`config.mk`:
```
export PLATFORM = sky130hd
export DESIGN_NAME = bru_unit
export DESIGN_NICKNAME = d
export VERILOG_FILES = /design/src/bru_pkg.sv /design/src/bru_unit.sv /design/src/bru_rotator.sv /design/src/bru_regfile.sv
export SDC_FILE = /design/constraint.sdc
export NUM_CORES = 1
export LEC_CHECK = 0
export ABC_CLOCK_PERIOD_IN_PS = 7600
export CELL_PAD_IN_SITES_DETAIL_PLACEMENT = 0
export CELL_PAD_IN_SITES_GLOBAL_PLACEMENT = 1
export CORE_UTILIZATION = 57
export CTS_CLUSTER_DIAMETER = 60
export DETAILED_ROUTE_END_ITERATION = 10
export DONT_BUFFER_PORTS = 1
export PLACE_DENSITY = 0.95
export SLEW_MARGIN = 10
export SYNTH_ARGS = -nofsm -noshare
export SYNTH_HDL_FRONTEND = slang
export SYNTH_SLANG_ARGS = --single-unit
```
`constraint.sdc`:
```
create_clock -name pclk -period 7.6 [get_ports pclk]
set_input_delay 1.52 -clock pclk [delete_from_list [all_inputs] [get_ports pclk]]
set_output_delay 1.52 -clock pclk [all_outputs]
set_load 0.02 [all_outputs]
```
`src/bru_pkg.sv`:
```
package bru_pkg;

    // ========================================
    // Opcodes
    localparam logic [7:0] OPC_ROT_L_DIR   = 8'h90;
    localparam logic [7:0] OPC_ROT_L_IND   = 8'h91;
    localparam logic [7:0] OPC_ROT_LC_DIR  = 8'h10;
    localparam logic [7:0] OPC_ROT_LC_IND  = 8'h11;
    localparam logic [7:0] OPC_ROT_R_DIR   = 8'hE0;
    localparam logic [7:0] OPC_ROT_R_IND   = 8'hE1;
    localparam logic [7:0] OPC_ROT_RC_DIR  = 8'hC0;
    localparam logic [7:0] OPC_ROT_RC_IND  = 8'hC1;

    // ========================================
    // Register map (byte addresses)
    localparam int          ADDR_W         = 8;
    localparam logic [7:0]  OFS_CTRL       = 8'h00;
    localparam logic [7:0]  OFS_STATUS     = 8'h04;
    localparam logic [7:0]  OFS_FLAGS      = 8'h08;
    localparam logic [7:0]  OFS_RF_BASE    = 8'h40;
    localparam logic [7:0]  OFS_RF_LAST    = 8'h7C;

    // CTRL fields
    localparam int          CTRL_OPC_LSB   = 0;
    localparam int          CTRL_DST_LSB   = 8;
    localparam int          CTRL_GO_BIT    = 16;
    // STATUS fields
    localparam int          STAT_BUSY_BIT  = 0;
    localparam int          STAT_DONE_BIT  = 1;
    localparam int          STAT_ILL_BIT   = 2;
    // FLAGS fields: bit0 C, 1 Z, 2 S, 3 V, 4 D, 5 H
    localparam int          FLAGS_W        = 6;

    // ========================================
    // Register file and timing
    localparam int          RF_DEPTH       = 16;
    localparam int          RF_IDX_W       = 4;
    localparam int          ROT_CYCLES     = 4;

    localparam logic [7:0]  RST_BYTE       = 8'h00;
    localparam logic [31:0] RST_WORD       = 32'h0000_0000;

    // ========================================
    // Types
    typedef enum logic [1:0] {
        BRU_ROT_L,
        BRU_ROT_LC,
        BRU_ROT_R,
        BRU_ROT_RC
    } bru_kind_t;

    typedef struct packed {
        logic h;
        logic d;
        logic v;
        logic s;
        logic z;
        logic c;
    } bru_flags_t;

    typedef struct packed {
        logic       legal;
        logic       indirect;
        bru_kind_t  kind;
    } bru_decode_t;

    localparam bru_flags_t RST_FLAGS = '0;

endpackage : bru_pkg

```
`src/bru_unit.sv`:
```
// Design decisions made here: the APB interface to the registers and the register addresses.
`timescale 1ns/100ps
`default_nettype none

// Contract
// - Plain left rotate 90/91: shift left, old bit 7 to bit 0 and carry.
// - Left through carry 10/11: shift left, carry to bit 0, bit 7 to carry.
// - Plain right rotate E0/E1: shift right, old bit 0 to bit 7 and carry.
// - Right through carry C0/C1: shift right, carry to bit 7, bit 0 to carry.
// - Left rotates: carry equals the bit leaving bit 7.
// - Right rotates: carry equals the bit leaving bit 0.
// - Zero flag set exactly when the result byte is zero.
// - Sign flag equals bit 7 of the result.
// - Overflow set when result bit 7 differs from operand bit 7.
// - Indirect mode rotates the pointed-to byte, pointer left unchanged.
module bru_unit
    import bru_pkg::*;
(
    input  wire logic              pclk,
    input  wire logic              presetn,
    input  wire logic              psel,
    input  wire logic              penable,
    input  wire logic              pwrite,
    input  wire logic [ADDR_W-1:0] paddr,
    input  wire logic [31:0]       pwdata,
    output logic [31:0]            prdata,
    output logic                   pready,
    output logic                   pslverr
);

    // ========================================
    // Helpers
    function automatic bru_decode_t decode_opc(input logic [7:0] opc);
        bru_decode_t d;
        d.legal    = 1'b1;
        d.indirect = opc[0];
        d.kind     = BRU_ROT_L;
        unique case (opc)
            OPC_ROT_L_DIR,  OPC_ROT_L_IND:  d.kind = BRU_ROT_L;
            OPC_ROT_LC_DIR, OPC_ROT_LC_IND: d.kind = BRU_ROT_LC;
            OPC_ROT_R_DIR,  OPC_ROT_R_IND:  d.kind = BRU_ROT_R;
            OPC_ROT_RC_DIR, OPC_ROT_RC_IND: d.kind = BRU_ROT_RC;
            default:                        d.legal = 1'b0;
        endcase
        return d;
    endfunction : decode_opc

    // Only the low index bits select a byte of the small file
    function automatic logic [RF_IDX_W-1:0] rf_index(input logic [7:0] a);
        return a[RF_IDX_W-1:0];
    endfunction : rf_index

    typedef enum logic [2:0] {
        ST_IDLE,
        ST_FETCH,
        ST_RESOLVE,
        ST_LOAD,
        ST_WRITE
    } bru_state_t;

    // ========================================
    // Declarations
    bru_state_t          state_r;
    logic [7:0]          opc_r;
    logic [7:0]          dst_r;
    logic [7:0]          ptr_r;
    logic [7:0]          opnd_r;
    logic [RF_IDX_W-1:0] addr_r;
    bru_flags_t          flags_r;
    bru_flags_t          flags_nxt;
    logic                done_r;
    logic                ill_r;
    bru_decode_t         dec_run;
    bru_decode_t         dec_new;
    logic                busy;
    logic                acc;
    logic                wr_acc;
    logic                sel_ctrl;
    logic                sel_stat;
    logic                sel_flags;
    logic                sel_rf;
    logic                mapped;
    logic                wr_blocked;
    logic                go_req;
    logic                launch;
    logic                rf_we;
    logic [RF_IDX_W-1:0] rf_widx;
    logic [7:0]          rf_wdata;
    logic [7:0]          rot_result;
    logic [RF_IDX_W-1:0] rd_idx_a;
    logic [7:0]          rd_data_a;
    logic [7:0]          rd_data_b;

    // ========================================
    // APB decode
    assign busy      = (state_r != ST_IDLE);
    assign acc       = psel && penable;
    assign wr_acc    = acc && pwrite && !pslverr;
    assign sel_ctrl  = (paddr == OFS_CTRL);
    assign sel_stat  = (paddr == OFS_STATUS);
    assign sel_flags = (paddr == OFS_FLAGS);
    assign sel_rf    = (paddr >= OFS_RF_BASE) && (paddr <= OFS_RF_LAST)
                       && (paddr[1:0] == 2'b00);
    assign mapped    = sel_ctrl || sel_stat || sel_flags || sel_rf;
    // Writes that would disturb a running rotate are refused
    assign wr_blocked = pwrite && busy && !sel_stat;
    assign pready    = 1'b1;
    assign pslverr   = acc && (!mapped || wr_blocked);

    assign dec_new = decode_opc(pwdata[CTRL_OPC_LSB +: 8]);
    assign dec_run = decode_opc(opc_r);
    assign go_req  = wr_acc && sel_ctrl && pwdata[CTRL_GO_BIT];
    assign launch  = go_req && dec_new.legal;

    always_comb begin
        prdata = RST_WORD;
        if (sel_ctrl) begin
            prdata[CTRL_OPC_LSB +: 8] = opc_r;
            prdata[CTRL_DST_LSB +: 8] = dst_r;
        end else if (sel_stat) begin
            prdata[STAT_BUSY_BIT] = busy;
            prdata[STAT_DONE_BIT] = done_r;
            prdata[STAT_ILL_BIT]  = ill_r;
        end else if (sel_flags) begin
            prdata[FLAGS_W-1:0] = flags_r;
        end else if (sel_rf) begin
            prdata[7:0] = rd_data_a;
        end
    end

    // ========================================
    // Instruction latch: opcode byte then operand register byte
    always_ff @(posedge pclk or negedge presetn) begin
        if (!presetn) begin
            opc_r <= RST_BYTE;
            dst_r <= RST_BYTE;
        end else if (wr_acc && sel_ctrl) begin
            opc_r <= pwdata[CTRL_OPC_LSB +: 8];
            dst_r <= pwdata[CTRL_DST_LSB +: 8];
        end
    end

    // ========================================
    // Sequencer: four states per rotate in either mode
    always_ff @(posedge pclk or negedge presetn) begin
        if (!presetn) begin
            state_r <= ST_IDLE;
        end else begin
            unique case (state_r)
                ST_IDLE:    if (launch) state_r <= ST_FETCH;
                ST_FETCH:   state_r <= ST_RESOLVE;
                ST_RESOLVE: state_r <= ST_LOAD;
                ST_LOAD:    state_r <= ST_WRITE;
                ST_WRITE:   state_r <= ST_IDLE;
            endcase
        end
    end

    always_ff @(posedge pclk or negedge presetn) begin
        if (!presetn) begin
            ptr_r <= RST_BYTE;
        end else if (state_r == ST_FETCH) begin
            ptr_r <= rd_data_b;
        end
    end

    always_ff @(posedge pclk or negedge presetn) begin
        if (!presetn) begin
            addr_r <= '0;
        end else if (state_r == ST_RESOLVE) begin
            // Indirect: the fetched byte names the operand
            addr_r <= dec_run.indirect ? rf_index(ptr_r)
                                       : rf_index(dst_r);
        end
    end

    always_ff @(posedge pclk or negedge presetn) begin
        if (!presetn) begin
            opnd_r <= RST_BYTE;
        end else if (state_r == ST_LOAD) begin
            opnd_r <= rd_data_b;
        end
    end

    // ========================================
    // Flags
    always_ff @(posedge pclk or negedge presetn) begin
        if (!presetn) begin
            flags_r <= RST_FLAGS;
        end else if (state_r == ST_WRITE) begin
            flags_r <= flags_nxt;
        end else if (wr_acc && sel_flags) begin
            flags_r <= bru_flags_t'(pwdata[FLAGS_W-1:0]);
        end
    end

    // Launch and completion never meet: launch needs the idle state
    always_ff @(posedge pclk or negedge presetn) begin
        if (!presetn) begin
            done_r <= 1'b0;
        end else if (state_r == ST_WRITE) begin
            done_r <= 1'b1;
        end else if (launch) begin
            done_r <= 1'b0;
        end
    end

    always_ff @(posedge pclk or negedge presetn) begin
        if (!presetn) begin
            ill_r <= 1'b0;
        end else if (go_req) begin
            ill_r <= !dec_new.legal;
        end
    end

    // ========================================
    // Register file access
    assign rd_idx_a = paddr[RF_IDX_W+1:2];
    assign rf_we    = (state_r == ST_WRITE) || (wr_acc && sel_rf);
    // Only the operand byte is written back, never the pointer
    assign rf_widx  = (state_r == ST_WRITE) ? addr_r
                                            : rd_idx_a;
    assign rf_wdata = (state_r == ST_WRITE) ? rot_result
                                            : pwdata[7:0];

    bru_regfile u_regfile (
        .pclk    (pclk),
        .presetn (presetn),
        .we      (rf_we),
        .widx    (rf_widx),
        .wdata   (rf_wdata),
        .ridx_a  (rd_idx_a),
        .rdata_a (rd_data_a),
        .ridx_b  ((state_r == ST_FETCH) ? rf_index(dst_r) : addr_r),
        .rdata_b (rd_data_b)
    );

    bru_rotator u_rotator (
        .kind      (dec_run.kind),
        .operand   (opnd_r),
        .flags_in  (flags_r),
        .result    (rot_result),
        .flags_out (flags_nxt)
    );

    logic wb;
    assign wb = (state_r == ST_WRITE);
endmodule : bru_unit

`default_nettype wire

```
`src/bru_rotator.sv`:
```
`timescale 1ns/100ps
`default_nettype none

module bru_rotator
    import bru_pkg::*;
(
    input  wire bru_kind_t  kind,
    input  wire logic [7:0] operand,
    input  wire bru_flags_t flags_in,
    output logic [7:0]      result,
    output bru_flags_t      flags_out
);

    // ========================================
    // Rotate datapath
    always_comb begin
        flags_out = flags_in;
        result    = operand;
        unique case (kind)
            BRU_ROT_L: begin
                result = {operand[6:0], operand[7]};
                flags_out.c = operand[7];
            end
            BRU_ROT_LC: begin
                result = {operand[6:0], flags_in.c};
                flags_out.c = operand[7];
            end
            BRU_ROT_R: begin
                result = {operand[0], operand[7:1]};
                flags_out.c = operand[0];
            end
            BRU_ROT_RC: begin
                result = {flags_in.c, operand[7:1]};
                flags_out.c = operand[0];
            end
        endcase
        flags_out.z = (result == RST_BYTE);
        flags_out.s = result[7];
        // Sign change across the rotate is the overflow
        flags_out.v = result[7] ^ operand[7];
    end

endmodule : bru_rotator

`default_nettype wire

```
`src/bru_regfile.sv`:
```
`timescale 1ns/100ps
`default_nettype none

module bru_regfile
    import bru_pkg::*;
(
    input  wire logic                pclk,
    input  wire logic                presetn,
    input  wire logic                we,
    input  wire logic [RF_IDX_W-1:0] widx,
    input  wire logic [7:0]          wdata,
    input  wire logic [RF_IDX_W-1:0] ridx_a,
    output logic [7:0]               rdata_a,
    input  wire logic [RF_IDX_W-1:0] ridx_b,
    output logic [7:0]               rdata_b
);

    logic [7:0] mem_r [RF_DEPTH];

    // ========================================
    // Storage
    always_ff @(posedge pclk or negedge presetn) begin
        if (!presetn) begin
            for (int i = 0; i < RF_DEPTH; i++) begin
                mem_r[i] <= RST_BYTE;
            end
        end else if (we) begin
            mem_r[widx] <= wdata;
        end
    end

    assign rdata_a = mem_r[ridx_a];
    assign rdata_b = mem_r[ridx_b];

endmodule : bru_regfile

`default_nettype wire

```
# == Yosys cells after proc, flatten, opt, wreduce, memory -nomap -nowiden ==
# Cells that the tools add are included.
# totals
reg_bits,171
in_bits,45
out_inout_bits,34
elab_cells,133
# op_classes
n_lt_le_gt_ge,6
eq_ne,24
mux,30
bitwise,5
reduce_logical,38
# ops
operator,count
$bwmux 128,1
$eq 8x8->1 const B,10
$mux 8,9
$bmux 8 s4,2
$demux 8 s4,1
$eq 8x5->1 const B,4
$pmux 8 s4,1
$mux 4,5
$logic_not 8->1,2
$ge 5x5->1 const B,3
$not 4->5,3
$pmux 3 s5,1
$logic_and 1x1->1,14
$reduce_or 2->1,5
$eq 8x3->1 const B,1
$eq 8x4->1 const B,1
$ge 8x7->1 const B,1
$le 8x7->1 const B,1
$reduce_or 8->1,1
$eq 3x2->1 const B,2
$mux 3,2
$mux 6,1
$pmux 2 s3,1
$logic_or 1x1->1,5
other kinds (18),26

# == Depth between registers and ports, before layout ==
# depth
ltp_word,14
ltp_mapped,9
depth_no_buf,6

# == Hierarchy ==
# A second synthesis with hierarchy kept.
# hier_totals
cells_unflattened,700
hier_area_um2,9556.7
# by_module_without_submodules
mod,n_inst,cells_each,area_per_inst_um2,seq_area_each_um2
bru_regfile,1,435,6851.6,3203.1
bru_unit,1,234,2493.6,1076.0
bru_rotator,1,31,211.5,0.0

# == Worst setup path before layout ==
# No wires, ideal clock.
# synth_timing
path_type,input port to output port
startpoint,in paddr[3]
endpoint,out prdata[4]
arrival_time_ns,3.341
t_required_ns,6.080
slack_ns,2.739
path_stages,7
cell_sequence,buf_2 -> buf_2 -> buf_1 -> mux4_2 -> mux4_2 -> inv_1 -> o21ai_0
# synth_via
elab_chain_len,8
word_cells_on_any_way,15
classes_between,2 x order compare; 2 x eq/ne; 7 x mux; 1 x bitwise; 3 x reduce/logical
# synth_lines
item,line,rtl
from (decl),bru_unit.sv:24,"input wire logic [ADDR_W-1:0] paddr,"
$not 4->5 (implied by the code),bru_regfile.sv:32,assign rdata_a = mem_r[ridx_a];
$bmux 8 s4,bru_regfile.sv:32,
$mux 8 (implied by the code) (2 in series),bru_regfile.sv:32,
$mux 8,bru_unit.sv:126,end else if (sel_rf) begin
$mux 6,bru_unit.sv:124,end else if (sel_flags) begin
$mux 5,bru_unit.sv:120,end else if (sel_stat) begin
$mux 8 *,bru_unit.sv:117,if (sel_ctrl) begin
to (decl),bru_unit.sv:26,"output logic [31:0] prdata,"
# Every way passes the cells marked *; elsewhere a longest branch is shown, timed or not. The select of a mux whose other input is x is not followed.

# == Final worst setup path ==
# layout_timing
startpoint,in paddr[7]
endpoint,out prdata[3]
# layout_via
elab_chain_len,7
word_cells_on_any_way,11
classes_between,2 x order compare; 2 x eq/ne; 4 x mux; 3 x reduce/logical
# layout_lines
item,line,rtl
$ge 8x7->1 or $le 8x7->1 (tied branches),bru_unit.sv:102,assign sel_rf = (paddr >= OFS_RF_BASE) && (paddr <= OFS_RF_LAST)
$logic_and 1x1->1,bru_unit.sv:102,
$logic_and 1x1->1,bru_unit.sv:103,&& (paddr[1:0] == 2'b00);
$mux 8,bru_unit.sv:126,
$mux 6,bru_unit.sv:124,
$mux 5,bru_unit.sv:120,
$mux 8 *,bru_unit.sv:117,
# Every way passes the cells marked *; elsewhere a longest branch is shown, timed or not.

==> results.toml <==
[layout]
layout_cells_sized_above_1_pct = 36.4
antenna_cells = 0
finalNetCount = 782
final_cell_count_no_fill = 970
layout.cells.most_common = "dfrtp_1"
flow.area_growth_from_synthesis_pct = 6.67
final_core_utilization_pct = 62.4
most-common-layout-cells = "171 x dfrtp_1, 149 x mux2_2, 54 x mux4_2"

[clock_tree]
hold_fix_buffers_cts = 0
cts_root_buf = "clkbuf_16"
tritoncts_clock_tree = "yes"
worstSkewPairLatency_ns = 0.44
cts_buffer_depth = 2
htreeDepth = 4
cts_post_setup_buffers_inserted = 0
cts_inserted_buffers = 17
worst_setup_hold_path_clk_slew_ns = 0.06
clock-sinks = 171
cts_resized = 0

[routing]
remaining_drc_errors = 0
detail_route.wl_per_cell_um = 25.6
drt-total-wl_mm = 24.8
initialDrtViolationCount = 735
detail_route.first_pass.iterations = 5
postRouteAntennaNets = 0
num_vias = 6736
vias_per_cell = 6.94

[critical_path]
critical-path-max-stage-delay_ns = 0.99
endpoint_kind = "output port"
cp_data_required_time_ns = 6.08
cpMaxStageDelayCell = "nor3_1"
cpMostUsedCell = "nor3_1"
cp_max_fo = 13
cp.arrival_ns = 3.70
timing.critical_path.from_type = "primary input"
timing.critical_path.cells = "nor3_1 -> nand2_1 -> nor3_1 -> a22oi_1 -> o21ai_0"
critical_path_class = "primary input to output port"

[sta]
timing.setup.tns_ns = 0
finalMaxSlewViolations = 0
fin_worst_skew_ns = 0.00954
final.period_utilization_pct = 68.7
worst-slew-pin-transition_ns = 1.25
timing.final.setup_violations = 0
max_slew_margin_pct = 16.1
rsz_0062_raised_after_global_routing = "false"
layout_min_cycle_time_ns = 5.22
finalHoldViolations = 0
clock.fmax_mhz = 192

[yosys]
synth_xor_area_share_pct = 0.0899
synth-adder-area-share_pct = 0
number_of_different_library_cells_in_the_post_synthesis_netlist = 63
synth_area_um2 = 9740
yosys_most_used_dff = "dfrtp_1"
async_set_reset_flop_share_out_of_synthesis_pct = 100
compound_gate_fraction_of_synth_area_pct = 7.66
synthSimpleGateAreaFrac_pct = 9.13
yosys-top-cells-area = "dfrtp_1 44%, mux2_2 17%, mux4_2 12%, mux2i_1 5.0%, buf_4 1.6%"
yosys.area.top_type = "dfrtp_1"
synth_largest_type_area_fraction_pct = 43.9
ys_seq_area_share_pct = 43.9
synth_edf_count = 0
combinational_family_with_the_most_area_after_synthesis = "multiplexers"
postSynthAreaPerCell_um2 = 12.8
syn_inst = 760
ys_seq_elements = 171
ys.warnings.count = 0
synth.mux.area_fraction_pct = 35.1

[power_and_ir_drop]
power.density_cell_area_nw_per_um2 = 351
report.power.total_mw = 3.64
peakVddDrop_mv = 0.170
leakage_power_total_nw = 4.70

[grt]
vias_in_the_first_global_route = 6891
grt_overflow = 0
global_route_wire_length_before_repair_mm = 38.9
grt_start_max_net_pins = 172
global_route.usage.total_pct = 29.7
number_of_antenna_violations_at_the_first_check_in_global_routing = 1

[floorplan]
die-width_um = 133
start_util_pct = 58.5
die_y_um = 133
design.core.area_um2 = 16600
num_io_pins = 79
core.rowCount = 47
die-area_um2 = 17600

[placement]
dpl.hpwl_mm = 16.5
placed_cells = 938
gpl.final_weighted_congestion = 0.921
placement.io_buffers = 0

[hold_path]
hp-class = "flip-flop to flip-flop"

[flow_run]
max_cap_violations = 0

[run_status]
outcome = "completed"
==> worst max-delay path: cells and delay by family <==
| kind | cells | cell delay (ns) |
|---|---|---|
| and+or+nand+nor | 3 | 1.62 |
| AOI/OAI and AO/OA | 2 | 0.55 |
==> Yosys cell counts (3+ instances only) <==
cell      number
o22ai_1        9
nand2b_1       4
a211o_1        4
buf_4         21
a31oi_1       11
nor2b_1       11
buf_2         20
a211oi_1       8
inv_1          9
mux2_2       149
nand3_1       13
mux4_2        54
o221ai_1       3
and2_1        11
or3_1          3
nor2_2         3
a22oi_1       15
nor3_1         9
nor2_8         4
dfrtp_1      171
o21ai_0       16
nor4_1         3
nor3b_1        3
a21oi_1       16
nand2_1       26
mux2i_1       49
o21a_1         3
o22a_1         3
a32o_1         3
nand4_1        6
nand2_2        8
nor2_1        32
clkbuf_1      20
==> cell families after synthesis <==
kind of cell              after synthesis
AOI/OAI and AO/OA                     105
xor gates and xnor gates                1
buffers and inverters                  75
DFF                                   171
muxes                                 255
other                                   2
and+or+nand+nor                       151
==> metal layers <==
metal | routed length (um) | share of wire [%] | GRT usage (%)
met1 | 9800 | 40 | 37.9
met2 | 11900 | 48 | 46.4
met3 | 2110 | 8.5 | 7.47
met4 | 1010 | 4.1 | 16.7
met5 | 13 | 0.052 | 0
==> where the power goes <==
group          leakage (nW)  total [mW]  switching, mW  internal (mW)
combinational          2.11        1.29          0.658          0.634
clock                 0.287       0.870          0.377          0.493
sequential             2.31        1.48          0.295           1.19
==> state kept, by name, indices dropped and copies added (netlist names) <==
| name | flops |
|---|---|
| flags_r | 6 |
| opnd_r | 8 |
| ptr_r | 4 |
| state_r | 3 |
| dst_r | 8 |
| ill_r | 1 |
| done_r | 1 |
| u_regfile.mem_r | 128 |
| addr_r | 4 |
| opc_r | 8 |
==> path summary, 6_finish.rpt <==
path / end / cells after the start / slack (ns) / from
worst max register to register: opnd_r[7] / 6 / 4.16 / state_r[2]
worst max-delay path: prdata[3] / 5 / 2.38 / paddr[7]
worst min register to register: done_r / 2 / 0.48 / done_r
min in group asynchronous: dst_r[1] / 0 / 0.77 / presetn
max in group asynchronous: u_regfile.mem_r[54] / 0 / 6.51 / presetn
worst min-delay path: done_r / 2 / 0.48 / done_r
==> final cells by class <==
type | count | area [um^2]
inverter | 10 | 37.5
sequential | 171 | 4280
clock inverter | 14 | 144
timing repair buffer | 8 | 60.1
multi-input combinational | 529 | 5150
fill | 1153 | 6250
clock buffer | 18 | 439
tap | 220 | 275
==> metrics by stage <==
step                setup WS [ns]  instance area, um^2  hold WS (ns)
floorplan                    2.74                 9800         0.447
global placement             2.51                 9800         0.464
detailed placement           2.37                 9800         0.465
CTS                          2.36                10400         0.481
global route                 2.22                10400         0.521
finish                       2.38                10400         0.476
No activity file was read; power rests on OpenSTA's default activity.
